## src/pss_pkg.sv

```systemverilog
// Constants shared by the PHY status and interrupt logic
// Summary of operation
// - Summary bit 3 reads 1 while loopback is on; read-only, resets to 0.
// - Summary bit 2 shows duplex, 1 full; valid only with link and negotiation done.
// - Summary bit 1 shows speed, 1 is 10 Mb/s, 0 is 100 Mb/s.
// - Summary bit 0 mirrors link status; reading the summary never clears it.
// - While the test bit 2 is set, interrupts are generated continuously.
// - Global enable bit 1 gates every event-based interrupt.
// - Output-enable bit 0 makes the shared pin an interrupt output, else power-down input.
// - Control bits 15 to 3 ignore writes, read zero; bits 2 to 0 reset to 0.
// - Link quality event sets pending bit 15, cleared on read; enable bit 7.
// - Energy detect event sets pending bit 14, cleared on read; enable bit 6.
// - Link change sets pending bit 13, cleared on read; enable bit 5.
// - Speed change sets pending bit 12, cleared on read; enable bit 4.
// - Duplex change sets pending bit 11, cleared on read; enable bit 3.
// - Negotiation completion sets pending bit 10, cleared on read; enable bit 2.
// - False carrier counter half-full sets pending bit 9, cleared on read; enable bit 1.
// - Receive error counter half-full sets pending bit 8, cleared on read; enable bit 0.
// - Summary bit 7 reads 1 while an interrupt is pending; event read clears it unless test bit 2 is set.
package pss_pkg;

    // ----------------------------------------
    // Register map (index times four is the byte address)
    // ----------------------------------------
    localparam int ADDR_W = 12;
    localparam logic [ADDR_W-1:0] IDX_STATUS = 12'h010;
    localparam logic [ADDR_W-1:0] IDX_CONTROL = 12'h011;
    localparam logic [ADDR_W-1:0] IDX_EVENT = 12'h012;
    localparam logic [ADDR_W-1:0] ADDR_STATUS = IDX_STATUS << 2;
    localparam logic [ADDR_W-1:0] ADDR_CONTROL = IDX_CONTROL << 2;
    localparam logic [ADDR_W-1:0] ADDR_EVENT = IDX_EVENT << 2;

    // ----------------------------------------
    // Field positions
    // ----------------------------------------
    localparam int STS_LINK = 0;
    localparam int STS_SPEED = 1;
    localparam int STS_DUPLEX = 2;
    localparam int STS_LOOP = 3;
    localparam int STS_IRQ = 7;
    localparam int CTL_OE = 0;
    localparam int CTL_GLOBAL = 1;
    localparam int CTL_TEST = 2;
    localparam int CTL_W = 3;
    localparam int EVT_COUNT = 8;
    localparam int EVT_PEND_LSB = 8;
    // Event index: enable bit is the index, pending bit is index plus eight
    localparam int EV_RX_ERROR_HALF = 0;
    localparam int EV_FALSE_CARRIER_HALF = 1;
    localparam int EV_NEGOTIATION_DONE = 2;
    localparam int EV_DUPLEXITY_CHANGE = 3;
    localparam int EV_RATE_CHANGE = 4;
    localparam int EV_LINK_CHANGE = 5;
    localparam int EV_ENERGY = 6;
    localparam int EV_QUALITY = 7;

    // ----------------------------------------
    // Reset values and sync depth
    // ----------------------------------------
    localparam logic [CTL_W-1:0] CTL_RESET = 3'h0;
    localparam logic [EVT_COUNT-1:0] EN_RESET = 8'h00;
    localparam logic [EVT_COUNT-1:0] PEND_RESET = 8'h00;
    localparam logic [3:0] STS_RESET = 4'h0;
    localparam int SYNC_STAGES = 3;

endpackage : pss_pkg

```

## src/pss_top.sv

```systemverilog
// PHY status summary and interrupt logic with an APB register slave
//
// The implementer's own choice: register access over APB.
module pss_top #(
    parameter int EVENTS = 8
) (
    input wire logic CLOCK,
    input wire logic RST_N,
    input wire logic PSEL,
    input wire logic PENABLE,
    input wire logic PWRITE,
    input wire logic [11:0] PADDR,
    input wire logic [31:0] PWDATA,
    output logic [31:0] PRDATA,
    output logic PREADY,
    output logic PSLVERR,
    input wire logic LINK_UP,
    input wire logic SPEED_10,
    input wire logic FULL_DUPLEX,
    input wire logic LOOPBACK_ON,
    input wire logic AN_COMPLETE,
    input wire logic QUALITY_EVENT,
    input wire logic ENERGY_EVENT,
    input wire logic FALSE_CARRIER_HALF,
    input wire logic RX_ERROR_HALF,
    input wire logic SHARED_POWERDOWN_IRQ_PIN_I,
    output logic SHARED_POWERDOWN_IRQ_PIN_O,
    output logic SHARED_POWERDOWN_IRQ_PIN_OE_N,
    output logic POWER_DOWN_REQ
);

    generate
        if (EVENTS != pss_pkg::EVT_COUNT) begin : g_bad
            $error("pss_top: EVENTS must equal the eight event sources");
        end
    endgenerate

    // ----------------------------------------
    // State
    // ----------------------------------------
    logic [pss_pkg::CTL_W-1:0] control;
    logic [EVENTS-1:0] enables;
    logic [EVENTS-1:0] pending;
    logic [3:0] status;
    logic an_prev;
    logic irq_flag;
    logic pin_level;

    // ----------------------------------------
    // Status sampling and change detection
    // ----------------------------------------
    // The status bits are sampled every cycle; a read of the summary never
    // touches them, so link stays visible until the link itself drops.
    wire [3:0] next_status = {LOOPBACK_ON, FULL_DUPLEX, SPEED_10, LINK_UP};

    always_ff @(posedge CLOCK or negedge RST_N) begin
        if (!RST_N) begin
            status <= pss_pkg::STS_RESET;
            an_prev <= 1'b0;
        end else begin
            status <= next_status;
            an_prev <= AN_COMPLETE;
        end
    end

    wire link_change = LINK_UP != status[pss_pkg::STS_LINK];
    wire rate_change = SPEED_10 != status[pss_pkg::STS_SPEED];
    wire duplexity_change = FULL_DUPLEX != status[pss_pkg::STS_DUPLEX];
    wire negotiation_done = AN_COMPLETE & ~an_prev;

    wire [EVENTS-1:0] ev_set;
    assign ev_set[pss_pkg::EV_QUALITY] = QUALITY_EVENT;
    assign ev_set[pss_pkg::EV_ENERGY] = ENERGY_EVENT;
    assign ev_set[pss_pkg::EV_LINK_CHANGE] = link_change;
    assign ev_set[pss_pkg::EV_RATE_CHANGE] = rate_change;
    assign ev_set[pss_pkg::EV_DUPLEXITY_CHANGE] = duplexity_change;
    assign ev_set[pss_pkg::EV_NEGOTIATION_DONE] = negotiation_done;
    assign ev_set[pss_pkg::EV_FALSE_CARRIER_HALF] = FALSE_CARRIER_HALF;
    assign ev_set[pss_pkg::EV_RX_ERROR_HALF] = RX_ERROR_HALF;

    // ----------------------------------------
    // APB decode
    // ----------------------------------------
    wire setup = PSEL & ~PENABLE;
    wire done = PSEL & PENABLE & PREADY;
    wire hit_status = PADDR == pss_pkg::ADDR_STATUS;
    wire hit_control = PADDR == pss_pkg::ADDR_CONTROL;
    wire hit_event = PADDR == pss_pkg::ADDR_EVENT;
    wire mapped = hit_status | hit_control | hit_event;
    wire wr_control = done & PWRITE & hit_control;
    wire wr_event = done & PWRITE & hit_event;
    wire rd_event = done & ~PWRITE & hit_event;

    wire [15:0] summary = {8'h00, irq_flag, 3'h0, status};
    wire [31:0] read_word = hit_status ? {16'h0000, summary}
        : hit_control ? {29'h0000000, control}
        : hit_event ? {16'h0000, pending, enables}
        : 32'h00000000;

    // Data is latched at the setup edge, so pending bits that rise after it
    // are not in the snapshot and are kept by the clear below.
    wire [31:0] next_prdata = (setup & ~PWRITE) ? read_word : 32'h00000000;
    wire next_pready = setup;
    wire next_pslverr = setup & ~mapped;

    always_ff @(posedge CLOCK or negedge RST_N) begin
        if (!RST_N) begin
            PRDATA <= 32'h00000000;
            PREADY <= 1'b0;
            PSLVERR <= 1'b0;
        end else begin
            PRDATA <= next_prdata;
            PREADY <= next_pready;
            PSLVERR <= next_pslverr;
        end
    end

    // ----------------------------------------
    // Control and enable registers
    // ----------------------------------------
    wire [pss_pkg::CTL_W-1:0] next_control = wr_control ? PWDATA[pss_pkg::CTL_W-1:0] : control;
    wire [EVENTS-1:0] next_enables = wr_event ? PWDATA[EVENTS-1:0] : enables;

    always_ff @(posedge CLOCK or negedge RST_N) begin
        if (!RST_N) begin
            control <= pss_pkg::CTL_RESET;
            enables <= pss_pkg::EN_RESET;
        end else begin
            control <= next_control;
            enables <= next_enables;
        end
    end

    // ----------------------------------------
    // Pending bits, clear on read
    // ----------------------------------------
    // Only bits that were actually returned are cleared, and a new event
    // wins over the clear, so nothing is lost around a read.
    wire [EVENTS-1:0] clear_mask = rd_event ? PRDATA[pss_pkg::EVT_PEND_LSB +: EVENTS] : '0;

    genvar i;
    generate
        for (i = 0; i < EVENTS; i++) begin : g_pend
            wire next_pending = ev_set[i] | (pending[i] & ~clear_mask[i]);
            always_ff @(posedge CLOCK or negedge RST_N) begin
                if (!RST_N) begin
                    pending[i] <= pss_pkg::PEND_RESET[i];
                end else begin
                    pending[i] <= next_pending;
                end
            end
        end
    endgenerate

    // ----------------------------------------
    // Interrupt generation and shared pin
    // ----------------------------------------
    wire event_irq = control[pss_pkg::CTL_GLOBAL] & (|(pending & enables));
    wire irq_level = control[pss_pkg::CTL_TEST] | event_irq;
    wire next_irq_flag = irq_level;
    wire output_mode = control[pss_pkg::CTL_OE];
    wire next_pin_o = ~(output_mode & irq_level);
    wire next_pin_oe_n = ~output_mode;
    wire next_power_down = ~output_mode & ~pin_level;

    pss_pin_sync #(
        .WIDTH(1),
        .IDLE(1'b1)
    ) u_pin_sync (
        .CLOCK(CLOCK),
        .RST_N(RST_N),
        .PIN(SHARED_POWERDOWN_IRQ_PIN_I),
        .LEVEL(pin_level)
    );

    always_ff @(posedge CLOCK or negedge RST_N) begin
        if (!RST_N) begin
            irq_flag <= 1'b0;
            SHARED_POWERDOWN_IRQ_PIN_O <= 1'b1;
            SHARED_POWERDOWN_IRQ_PIN_OE_N <= 1'b1;
            POWER_DOWN_REQ <= 1'b0;
        end else begin
            irq_flag <= next_irq_flag;
            SHARED_POWERDOWN_IRQ_PIN_O <= next_pin_o;
            SHARED_POWERDOWN_IRQ_PIN_OE_N <= next_pin_oe_n;
            POWER_DOWN_REQ <= next_power_down;
        end
    end
endmodule : pss_top

```

## src/pss_pin_sync.sv

```systemverilog
// Three-stage synchroniser with agreement filter for pin inputs
module pss_pin_sync #(
    parameter int WIDTH = 1,
    parameter logic [WIDTH-1:0] IDLE = '1
) (
    input wire logic CLOCK,
    input wire logic RST_N,
    input wire logic [WIDTH-1:0] PIN,
    output logic [WIDTH-1:0] LEVEL
);

    generate
        if (WIDTH < 1) begin : g_bad
            $error("pss_pin_sync: WIDTH must be at least 1");
        end
    endgenerate

    genvar i;
    generate
        for (i = 0; i < WIDTH; i++) begin : g_bit
            logic [pss_pkg::SYNC_STAGES-1:0] stage;
            wire agree = stage[1] == stage[2];
            // The first stage feeds only the second one
            always_ff @(posedge CLOCK or negedge RST_N) begin
                if (!RST_N) begin
                    stage <= {pss_pkg::SYNC_STAGES{IDLE[i]}};
                end else begin
                    stage <= {stage[1:0], PIN[i]};
                end
            end
            always_ff @(posedge CLOCK or negedge RST_N) begin
                if (!RST_N) begin
                    LEVEL[i] <= IDLE[i];
                end else if (agree) begin
                    LEVEL[i] <= stage[2];
                end
            end
        end
    endgenerate

endmodule : pss_pin_sync

```

## config.mk

```make
export PLATFORM = sky130hd
export DESIGN_NAME = pss_top
export DESIGN_NICKNAME = d
export VERILOG_FILES = /design/src/pss_pkg.sv /design/src/pss_top.sv /design/src/pss_pin_sync.sv
export SDC_FILE = /design/constraint.sdc
export NUM_CORES = 1
export LEC_CHECK = 0
export ABC_AREA = 1
export BUFFER_PORTS_ARGS = -buffer_cell sky130_fd_sc_hd__buf_2
export CAP_MARGIN = 20
export CORE_MARGIN = 2
export CORE_UTILIZATION = 45
export DETAILED_ROUTE_END_ITERATION = 7
export PLACE_DENSITY_LB_ADDON = 0.2
export SYNTH_ARGS = -nofsm -noshare
export SYNTH_HDL_FRONTEND = slang
export SYNTH_SLANG_ARGS = --single-unit
```

## constraint.sdc

```tcl
create_clock -name CLOCK -period 2.65 [get_ports CLOCK]
set_input_delay 0.3975 -clock CLOCK [delete_from_list [all_inputs] [get_ports CLOCK]]
set_output_delay 0.3975 -clock CLOCK [all_outputs]
set_load 0.01 [all_outputs]
```

==> results.sh, run 1 <==
export IMPL_die_area_mm2=0.00544
export IMPL_cts_root_buf="clkbuf_8"
export IMPL_critPathLaunchType="primary input"
export IMPL_leakagePower_uw=0.00135
export IMPL_dr_pass1_iters=4
export IMPL_die_w_um=73.7
export IMPL_rr_startpoint="PREADY"
export IMPL_hold_buffers=0
export IMPL_peakVddDrop_uv=333
export IMPL_crit_path_cell_trace="buf_2 > nor2_1 > nand2_1 > nor2_4 > buf_4 > nand3b_1 > nand2_1 > o21ai_1"
export IMPL_slowest_stage="nor2_4"
export IMPL_postSynthAreaPerCell_um2=9.19
export IMPL_fin_skew_ns=0.0117
export IMPL_power_switching_uw=329
export IMPL_fp_coreArea_mm2=0.00469
export IMPL_r2r_slack_ns=1.29
export IMPL_power_density_mw_per_mm2=555
export IMPL_grt_max_degree=33
export IMPL_syn_inst=238
export IMPL_antenna_found_initial=0
export IMPL_clk_pin_slew_ns=0.10
export IMPL_fmax_ghz=0.705
export IMPL_maxSlewHeadroom_pct=60.2
export IMPL_worstPathRequired_ns=2.86
export IMPL_hold_viol_final=0
export IMPL_setup_viol=0
export IMPL_io_pins=96
export IMPL_drive_gt1_share_pct=27.3
export IMPL_worstMarginPinSlew_ns=0.595
export IMPL_netlist_area_mm2=0.00219
export IMPL_h_tree_depth=2
export IMPL_drv_cap=0
export IMPL_clock_path_buffers=2
export IMPL_numPlacedInstances=343
export IMPL_p_comb_share_pct=6.4
export IMPL_yosysUniqueCellTypes=22
export IMPL_post_cts_buffers=0
export IMPL_hold_class="primary input to asynchronous set/reset pin"
export IMPL_cpPeakStageDelay_ns=0.33
export IMPL_drc_errors=0
export IMPL_grt_usage_pct=17.4
export IMPL_crit_arrival_ns=1.62
export IMPL_drt_wl_total_mm=4.23
export IMPL_initial_core_util_pct=46.6
export IMPL_antenna_cells=0
export IMPL_critical_path_max_fanout=13
export IMPL_internal_power_uw=1090
export IMPL_reg2reg_depth=5
export IMPL_path_class="primary input to flip-flop"
export IMPL_cts_buffers=5
export IMPL_antenna_left=0
export IMPL_yosys_register_bits=50
export IMPL_share_seq_of_total_power_pct=54.9
export IMPL_hold_ws_ns=0.00148
export IMPL_outcome="completed"
export IMPL_grt_setup_unrepaired="false"
export IMPL_dp_hpwl_mm=3.16
export IMPL_avgRoutedWirePerCell_um=12.0
export IMPL_die_h_um=73.7
export IMPL_rr_endpoint="pending[1]"
export IMPL_grt_pass1_wl_mm=7.05
export IMPL_finalCriticalPeriod_ns=1.42
export IMPL_area_delta_synth_final_pct=17.2
export IMPL_final_setup_tns_ns=0
export IMPL_num_rows=25
export IMPL_grt_pass1_vias=1651
export IMPL_crit_path_end_kind="flip-flop"
export IMPL_ys_warn_count=0
export IMPL_switching_share_pct=23.1
export IMPL_synthTopCellsByArea="dfrtp_1 (50%), nand2_1 (11%), dfstp_2 (7.2%)"
export IMPL_grt_overflow=0
export IMPL_place_congestion=0.801
export IMPL_finalCritPeriodShare_pct=53.5
export IMPL_drt_iter0_drc=79
export IMPL_clkPwrFrac_pct=38.7
export IMPL_final_max_slew_viol_count=0
export IMPL_synth_top_area_share_pct=50.3
export IMPL_io_buffers=55
export IMPL_final_nets=355
export IMPL_clkLatencyLatePin_ns=0.31
export IMPL_worst_path_most_repeated_cell="nand2_1"
export IMPL_vias_per_cell=4.68
export IMPL_ys_seq_area_share_pct=57.5
export IMPL_yosysTopAreaCell="dfrtp_1"
export IMPL_num_vias=1644
export IMPL_cts_sinks=50
export IMPL_final_cells=351
export IMPL_cts_tree="built"
export IMPL_power_uw=1420
export IMPL_cts_resized=0
-- sequential cells by signal, indices dropped and copies added, names as in the netlist, 3 cells and up --
| register | count |
|---|---|
| enables | 8 |
| PRDATA | 16 |
| control | 3 |
| u_pin_sync.g_bit.stage | 3 |
| pending | 8 |
| status | 4 |
-- worst max path at each step --
stage               from         end  slack [ns]  depth (start not counted)
6_report       PADDR[11]  control[2]        1.23                          8
5_1_grt        PADDR[11]  PRDATA[15]        1.07                          7
4_1_cts        PADDR[11]   PRDATA[6]        1.22                          7
3_5_place_dp   PADDR[11]   PRDATA[6]        0.89                          7
3_3_place_gp   PADDR[11]   PRDATA[4]        0.91                          7
2_1_floorplan  PADDR[11]  pending[5]        1.41                          7
-- power by group through the flow --
stage	Combinational, uW	Sequential, uW	Clock (uW)
6_report	91.7	781	550
5_1_grt	106	783	598
4_1_cts	94.1	782	562
3_5_place_dp	94.0	796	0
3_3_place_gp	93.3	796	0
2_1_floorplan	55.5	797	0
-- layout make-up --
cell class	instances	area (um2)
Sequential cell	50	1260
Clock inverter	3	47.5
Clock buffer	5	68.8
Multi-Input combinational cell	158	742
Timing Repair Buffer	57	290
Inverter	24	90.1
Tap cell	54	67.6
Fill cell	461	2130
-- synth_stat cells --
library cell   n
nor2_1        22
nand3b_1       1
o211ai_1       3
buf_6          1
nand3_1       10
nand4_2        1
nand4_1       12
inv_1         20
a21oi_1        7
nor2_4         4
o21ai_0        9
nand2_1       65
nand2_4        1
o21ai_1        3
inv_2          4
maj3_1         1
buf_4         17
conb_1         1
dfstp_2        6
xnor2_1        3
buf_2          3
dfrtp_1       44
-- worst max-delay path, delay by kind of cell --
kind	cells	cell delay, ns
buffers and inverters	2	0.34
AO/OA/AOI/OAI	1	0.06
AND/OR/NAND/NOR	5	0.83
-- stage by stage --
| step | instance area [um2] | utilization (%) | setup slack (ns) |
|---|---|---|---|
| after floorplan | 2240 | - | 1.41 |
| after global placement | 2450 | 52.2 | 0.914 |
| after detailed placement | 2450 | 52.2 | 0.885 |
| after CTS | 2560 | 54.7 | 1.22 |
| after global routing | 2560 | 54.7 | 1.07 |
| final | 2560 | 54.7 | 1.23 |
-- cell usage in the layout, fill, tap and decap left out --
cell	synthesis	layout
a21oi_1	7	7
buf_2	3	55
buf_4	17	2
bufinv_16	0	1
clkbuf_8	0	5
clkinv_4	0	1
conb_1	1	16
dfrtp_1	44	44
dfstp_2	6	6
inv_1	20	20
inv_2	4	4
inv_6	0	1
maj3_1	1	1
nand2_1	65	65
nand2_4	1	1
nand3_1	10	10
nand3b_1	1	1
nand4_1	12	12
nand4_2	1	1
nor2_1	22	22
nor2_4	4	4
o211ai_1	3	3
o21ai_0	9	9
o21ai_1	3	3
xnor2_1	3	3
-- layer usage --
| layer | wire [um] | track usage, % | vias to the layer above |
|---|---|---|---|
| li1 | - | - | 840 |
| met4 | 71 | 7.07 | 0 |
| met1 | 1860 | 20.4 | 739 |
| met2 | 2000 | 29.6 | 58 |
| met5 | 0 | 0 | - |
| met3 | 291 | 5.35 | 7 |
-- cells by family (layout without fill, tap and decap cells) --
family / after synthesis / in the layout / synth area share, %
flip-flops: 50 / 50 / 57.5
XOR/XNOR: 3 / 3 / 1.20
AND/OR/NAND/NOR: 116 / 116 / 24.1
buffers and inverters: 45 / 89 / 11.1
other: 1 / 16 / 0.171
AO/OA/AOI/OAI: 22 / 22 / 5.37
adder cells (fa/ha/maj): 1 / 1 / 0.457
No activity file was read; power rests on OpenSTA's default activity.
==> inputs of run 2 (changes only) <==
Settings changed: CORE_UTILIZATION 45 to 42.
Clock period 2.65 ns to 1.3 ns, I/O delays scaled along.
==> results.sh, run 2 (synthesis gave the netlist of run 1 again) <==
export IMPL_outcome="completed"
export IMPL_antenna_found_initial=0
export IMPL_grt_pass1_vias=1596
export IMPL_post_cts_buffers=0
export IMPL_io_buffers=55
export IMPL_cts_sinks=50
export IMPL_clk_pin_slew_ns=0.09
export IMPL_dr_pass1_iters=5
export IMPL_hold_viol_final=0
export IMPL_regMostFlops="PRDATA"
export IMPL_stdcell_area_mm2=0.00269
export IMPL_fin_skew_ns=0.00434
export IMPL_power_switching_uw=630
export IMPL_layout_common_cells="nand2_1 (65), buf_2 (55), dfrtp_1 (44)"
export IMPL_cts_tree="built"
export IMPL_drv_cap=0
export IMPL_die_area_mm2=0.00580
export IMPL_final_max_slew_viol_count=0
export IMPL_antenna_left=0
export IMPL_num_vias=1708
export IMPL_p_comb_share_pct=8.1
export IMPL_share_seq_of_total_power_pct=59.4
export IMPL_crit_path_cell_trace="nand4_4 > nand3b_1 > nand2_1 > o21ai_1"
export IMPL_grt_max_degree=25
export IMPL_cts_buffers=5
export IMPL_rr_startpoint="PREADY"
export IMPL_critPathLaunchType="flip-flop"
export IMPL_power_density_mw_per_mm2=998
export IMPL_path_class="flip-flop to flip-flop"
export IMPL_io_pins=96
export IMPL_drc_errors=0
export IMPL_h_tree_depth=2
export IMPL_drive_gt1_share_pct=28.2
export IMPL_area_delta_synth_final_pct=22.8
export IMPL_grt_usage_pct=16.4
export IMPL_finalCritPeriodShare_pct=92.9
export IMPL_hold_ws_ns=0.0238
export IMPL_switching_share_pct=23.5
export IMPL_avgRoutedWirePerCell_um=11.9
export IMPL_place_congestion=0.820
export IMPL_initial_core_util_pct=43.1
export IMPL_peakVddDrop_uv=425
export IMPL_fillCellCount=515
export IMPL_dp_hpwl_mm=3.38
export IMPL_grt_overflow=0
export IMPL_crit_arrival_ns=1.39
export IMPL_worstPathRequired_ns=1.48
export IMPL_internal_power_uw=2050
export IMPL_clkPwrFrac_pct=32.4
export IMPL_reg_largest_list="PRDATA (16), enables (8), pending (8)"
export IMPL_crit_path_end_kind="flip-flop"
export IMPL_drt_iter0_drc=81
export IMPL_die_h_um=76.2
export IMPL_finalCriticalPeriod_ns=1.21
export IMPL_num_rows=26
export IMPL_critPathLaunch="PREADY"
export IMPL_clock_path_buffers=2
export IMPL_die_w_um=76.2
export IMPL_pre_cts_ws_ns=0.0114
export IMPL_multiInputGateArea_um2=751
export IMPL_final_nets=367
export IMPL_grt_pass1_wl_mm=7.45
export IMPL_post_route_util_pct=52.9
export IMPL_antenna_cells=0
export IMPL_vias_per_cell=4.51
export IMPL_slowest_stage="dfrtp_1"
export IMPL_fin_ws_ns=0.0924
export IMPL_critical_path_max_fanout=6
export IMPL_hp_start="SPEED_10"
export IMPL_setup_viol=0
export IMPL_hold_class="primary input to flip-flop"
export IMPL_post_dp_cell_area_mm2=0.00255
export IMPL_largest_reg_flops=16
export IMPL_cts_root_buf="clkbuf_8"
export IMPL_final_common_cell="nand2_1"
export IMPL_clkLatencyLatePin_ns=0.30
export IMPL_cpPeakStageDelay_ns=0.42
export IMPL_drt_wl_total_mm=4.49
export IMPL_fmax_ghz=0.828
export IMPL_leakagePower_uw=0.00139
export IMPL_register_area_mm2=0.00126
export IMPL_fp_coreArea_mm2=0.00507
==> run 2: cell type report <==
cell class	instances	area share [%]
Inverter	24	3.35
Clock inverter	1	0.279
Timing Repair Buffer	69	15.5
Tap cell	70	3.26
Multi-Input combinational cell	158	27.9
Sequential cell	50	46.9
Clock buffer	7	2.84
==> run 2: critical path: cells and delay by family, from the launching register on <==
kind | cells | cell delay [ns]
AND/OR/NAND/NOR | 3 | 0.61
AO/OA/AOI/OAI | 1 | 0.06
flip-flops | 1 | 0.42
==> run 2: repair_timing <==
item                       CTS  global route
hold endpoints to repair    11             2
hold buffers                 2             2
setup endpoints to repair    0             3
resized for setup            0             1
==> run 2: per-stage QoR <==
stage	power (uW)	TNS [ns]	instances
global route	2820	-0.00640	379
CTS	2710	0	377
finish	2680	0	379
detailed placement	1830	0	367
floorplan	1740	0	253
global placement	1830	0	367
==> run 2: routing by layer <==
| layer | global-route usage [%] | vias up | wire length (um) |
|---|---|---|---|
| li1 | - | 858 | - |
| met5 | 0 | - | 0 |
| met2 | 27.6 | 62 | 2200 |
| met4 | 6.00 | 0 | 65 |
| met3 | 4.27 | 5 | 281 |
| met1 | 20.5 | 783 | 1950 |
==> run 2: power by group through the flow <==
stage | logic (uW) | registers [uW] | clock network (uW)
6_report | 218 | 1590 | 869
3_5_place_dp | 209 | 1620 | 0
4_1_cts | 215 | 1590 | 899
3_3_place_gp | 207 | 1620 | 0
2_1_floorplan | 113 | 1630 | 0
5_1_grt | 245 | 1600 | 983
==> run 2: final timing paths <==
| check | cells past startpoint | slack [ns] | to |
|---|---|---|---|
| max in group asynchronous | 3 | 0.43 | pending[0] |
| hold / removal | 1 | 0.02 | status[1] |
| min in group asynchronous | 2 | 0.37 | status[2] |
| setup reg to reg | 4 | 0.09 | control[1] |
| hold reg to reg | 0 | 0.36 | u_pin_sync.g_bit[0].stage[1] |
| setup / recovery | 4 | 0.09 | control[1] |
==> inputs of run 3 (changes only) <==
Settings changed: CELL_PAD_IN_SITES_DETAIL_PLACEMENT set to 2, CELL_PAD_IN_SITES_GLOBAL_PLACEMENT set to 2, CORE_UTILIZATION 42 to 24, REMOVE_ABC_BUFFERS set to 1, SLEW_MARGIN set to 10.
==> results.sh, run 3 (synthesis gave the netlist of run 1 again) <==
export IMPL_outcome="completed"
export IMPL_reg2reg_depth=5
export IMPL_hold_viol_final=0
export IMPL_avgRoutedWirePerCell_um=14.1
export IMPL_grt_max_degree=51
export IMPL_layout_common_cells="nand2_1 (65), buf_2 (55), dfrtp_1 (44)"
export IMPL_regMostFlops="PRDATA"
export IMPL_internal_power_uw=2080
export IMPL_place_congestion=0.726
export IMPL_stdcell_area_mm2=0.00283
export IMPL_switching_share_pct=26.0
export IMPL_pre_cts_ws_ns=-0.146
export IMPL_clock_path_buffers=2
export IMPL_post_dp_cell_area_mm2=0.00264
export IMPL_vias_per_cell=4.31
export IMPL_cts_tree="built"
export IMPL_final_max_slew_viol_count=0
export IMPL_wl_met3_um=274
export IMPL_wl_met2_mm=2.90
export IMPL_final_cells=423
export IMPL_largest_reg_flops=16
export IMPL_antenna_found_initial=0
export IMPL_h_tree_depth=2
export IMPL_final_nets=373
export IMPL_critical_path_max_fanout=5
export IMPL_path_class="flip-flop to flip-flop"
export IMPL_clkPwrFrac_pct=34.8
export IMPL_num_rows=34
export IMPL_cts_buffers=5
export IMPL_grt_overflow=0
export IMPL_grt_setup_unrepaired="true"
export IMPL_leakagePower_uw=0.00144
export IMPL_top_layer="met4"
export IMPL_power_uw=2810
export IMPL_fin_skew_ns=0.0148
export IMPL_power_switching_uw=732
export IMPL_drive_gt1_share_pct=30.2
export IMPL_die_area_mm2=0.00990
export IMPL_clkLatencyLatePin_ns=0.32
export IMPL_grt_usage_pct=12.7
export IMPL_peakVddDrop_uv=348
export IMPL_antenna_cells=0
export IMPL_die_h_um=99.5
export IMPL_power_density_mw_per_mm2=995
export IMPL_critPathLaunchType="flip-flop"
export IMPL_fp_coreArea_mm2=0.00876
export IMPL_fin_ws_ns=0.0796
export IMPL_grt_pass1_vias=1858
export IMPL_io_buffers=55
export IMPL_p_comb_share_pct=8.4
export IMPL_finalCritPeriodShare_pct=93.9
export IMPL_num_vias=1823
export IMPL_drt_iter0_drc=45
export IMPL_antenna_left=0
export IMPL_grt_pass1_wl_mm=9.74
export IMPL_io_pins=96
export IMPL_drt_wl_total_mm=5.98
export IMPL_die_w_um=99.5
export IMPL_hold_depth=1
export IMPL_finalCriticalPeriod_ns=1.22
export IMPL_wl_met1_mm=2.74
export IMPL_clk_pin_slew_ns=0.11
export IMPL_numPlacedInstances=408
export IMPL_final_common_cell="nand2_1"
export IMPL_crit_arrival_ns=1.44
export IMPL_drc_errors=0
export IMPL_worstPathRequired_ns=1.52
export IMPL_drv_cap=0
export IMPL_post_route_util_pct=32.2
export IMPL_dp_hpwl_mm=4.52
export IMPL_reg_largest_list="PRDATA (16), enables (8), pending (8)"
export IMPL_hold_class="primary input to flip-flop"
export IMPL_setup_viol=0
export IMPL_fillCellCount=1008
export IMPL_fmax_ghz=0.819
export IMPL_dr_pass1_iters=3
export IMPL_cts_sinks=50
export IMPL_cts_root_buf="clkbuf_8"
export IMPL_area_delta_synth_final_pct=29.1
export IMPL_crit_path_end_kind="flip-flop"
export IMPL_initial_core_util_pct=25.0
export IMPL_share_seq_of_total_power_pct=56.7
-- run 3: worst max-delay path, stage by stage, from the launching register on --
cell      delay, ns
dfrtp_1        0.42
nand4_4        0.18
nand3b_1       0.23
buf_4          0.18
nand2_1        0.05
o21ai_1        0.05
-- run 3: cell type report --
cell class	count	area [um2]	share of cell area (%)
Multi-Input combinational cell	158	758	26.8
Inverter	24	90.1	3.19
Clock buffer	5	68.8	2.44
Clock inverter	3	28.8	1.02
Timing Repair Buffer	75	485	17.2
Tap cell	108	135	4.78
Sequential cell	50	1260	44.6
-- run 3: through the flow --
step                      setup TNS, ns  hold WS [ns]
final                                 0        0.0340
after global routing            -0.0203        0.0111
after CTS                             0        0.0118
after detailed placement          -2.02         0.218
after global placement            -1.34         0.212
after floorplan                       0        -0.101
-- run 3: metal layers --
metal	up-vias	track usage (%)
li1	872	-
met1	896	16.7
met2	50	20.7
met3	5	2.53
met4	0	4.43
met5	-	0
-- run 3: repair_timing --
action | in CTS | in global routing
endpoints found under the setup margin | 1 | 11
hold endpoints to repair | 48 | 1
resized for setup | 1 | 4
pin swaps | 0 | 8
buffers inserted | 0 | 1
hold buffers | 5 | 1
-- run 3: power groups by stage --
stage | combinational (uW) | clock, uW | sequential, uW
3_5_place_dp | 224 | 0 | 1620
2_1_floorplan | 75.5 | 0 | 1630
4_1_cts | 238 | 1040 | 1600
3_3_place_gp | 220 | 0 | 1620
5_1_grt | 267 | 1100 | 1600
6_report | 237 | 979 | 1590
-- run 3: path summary, 6_finish.rpt --
| path | startpoint | end | slack, ns |
|---|---|---|---|
| setup / recovery | PREADY | control[2] | 0.08 |
| hold / removal | LINK_UP | status[0] | 0.03 |
| setup reg to reg | PREADY | control[2] | 0.08 |
| hold reg to reg | u_pin_sync.g_bit[0].stage[0] | u_pin_sync.g_bit[0].stage[1] | 0.36 |
| max in group asynchronous | RST_N | SHARED_POWERDOWN_IRQ_PIN_OE_N | 0.61 |
| min in group asynchronous | RST_N | PRDATA[0] | 0.39 |
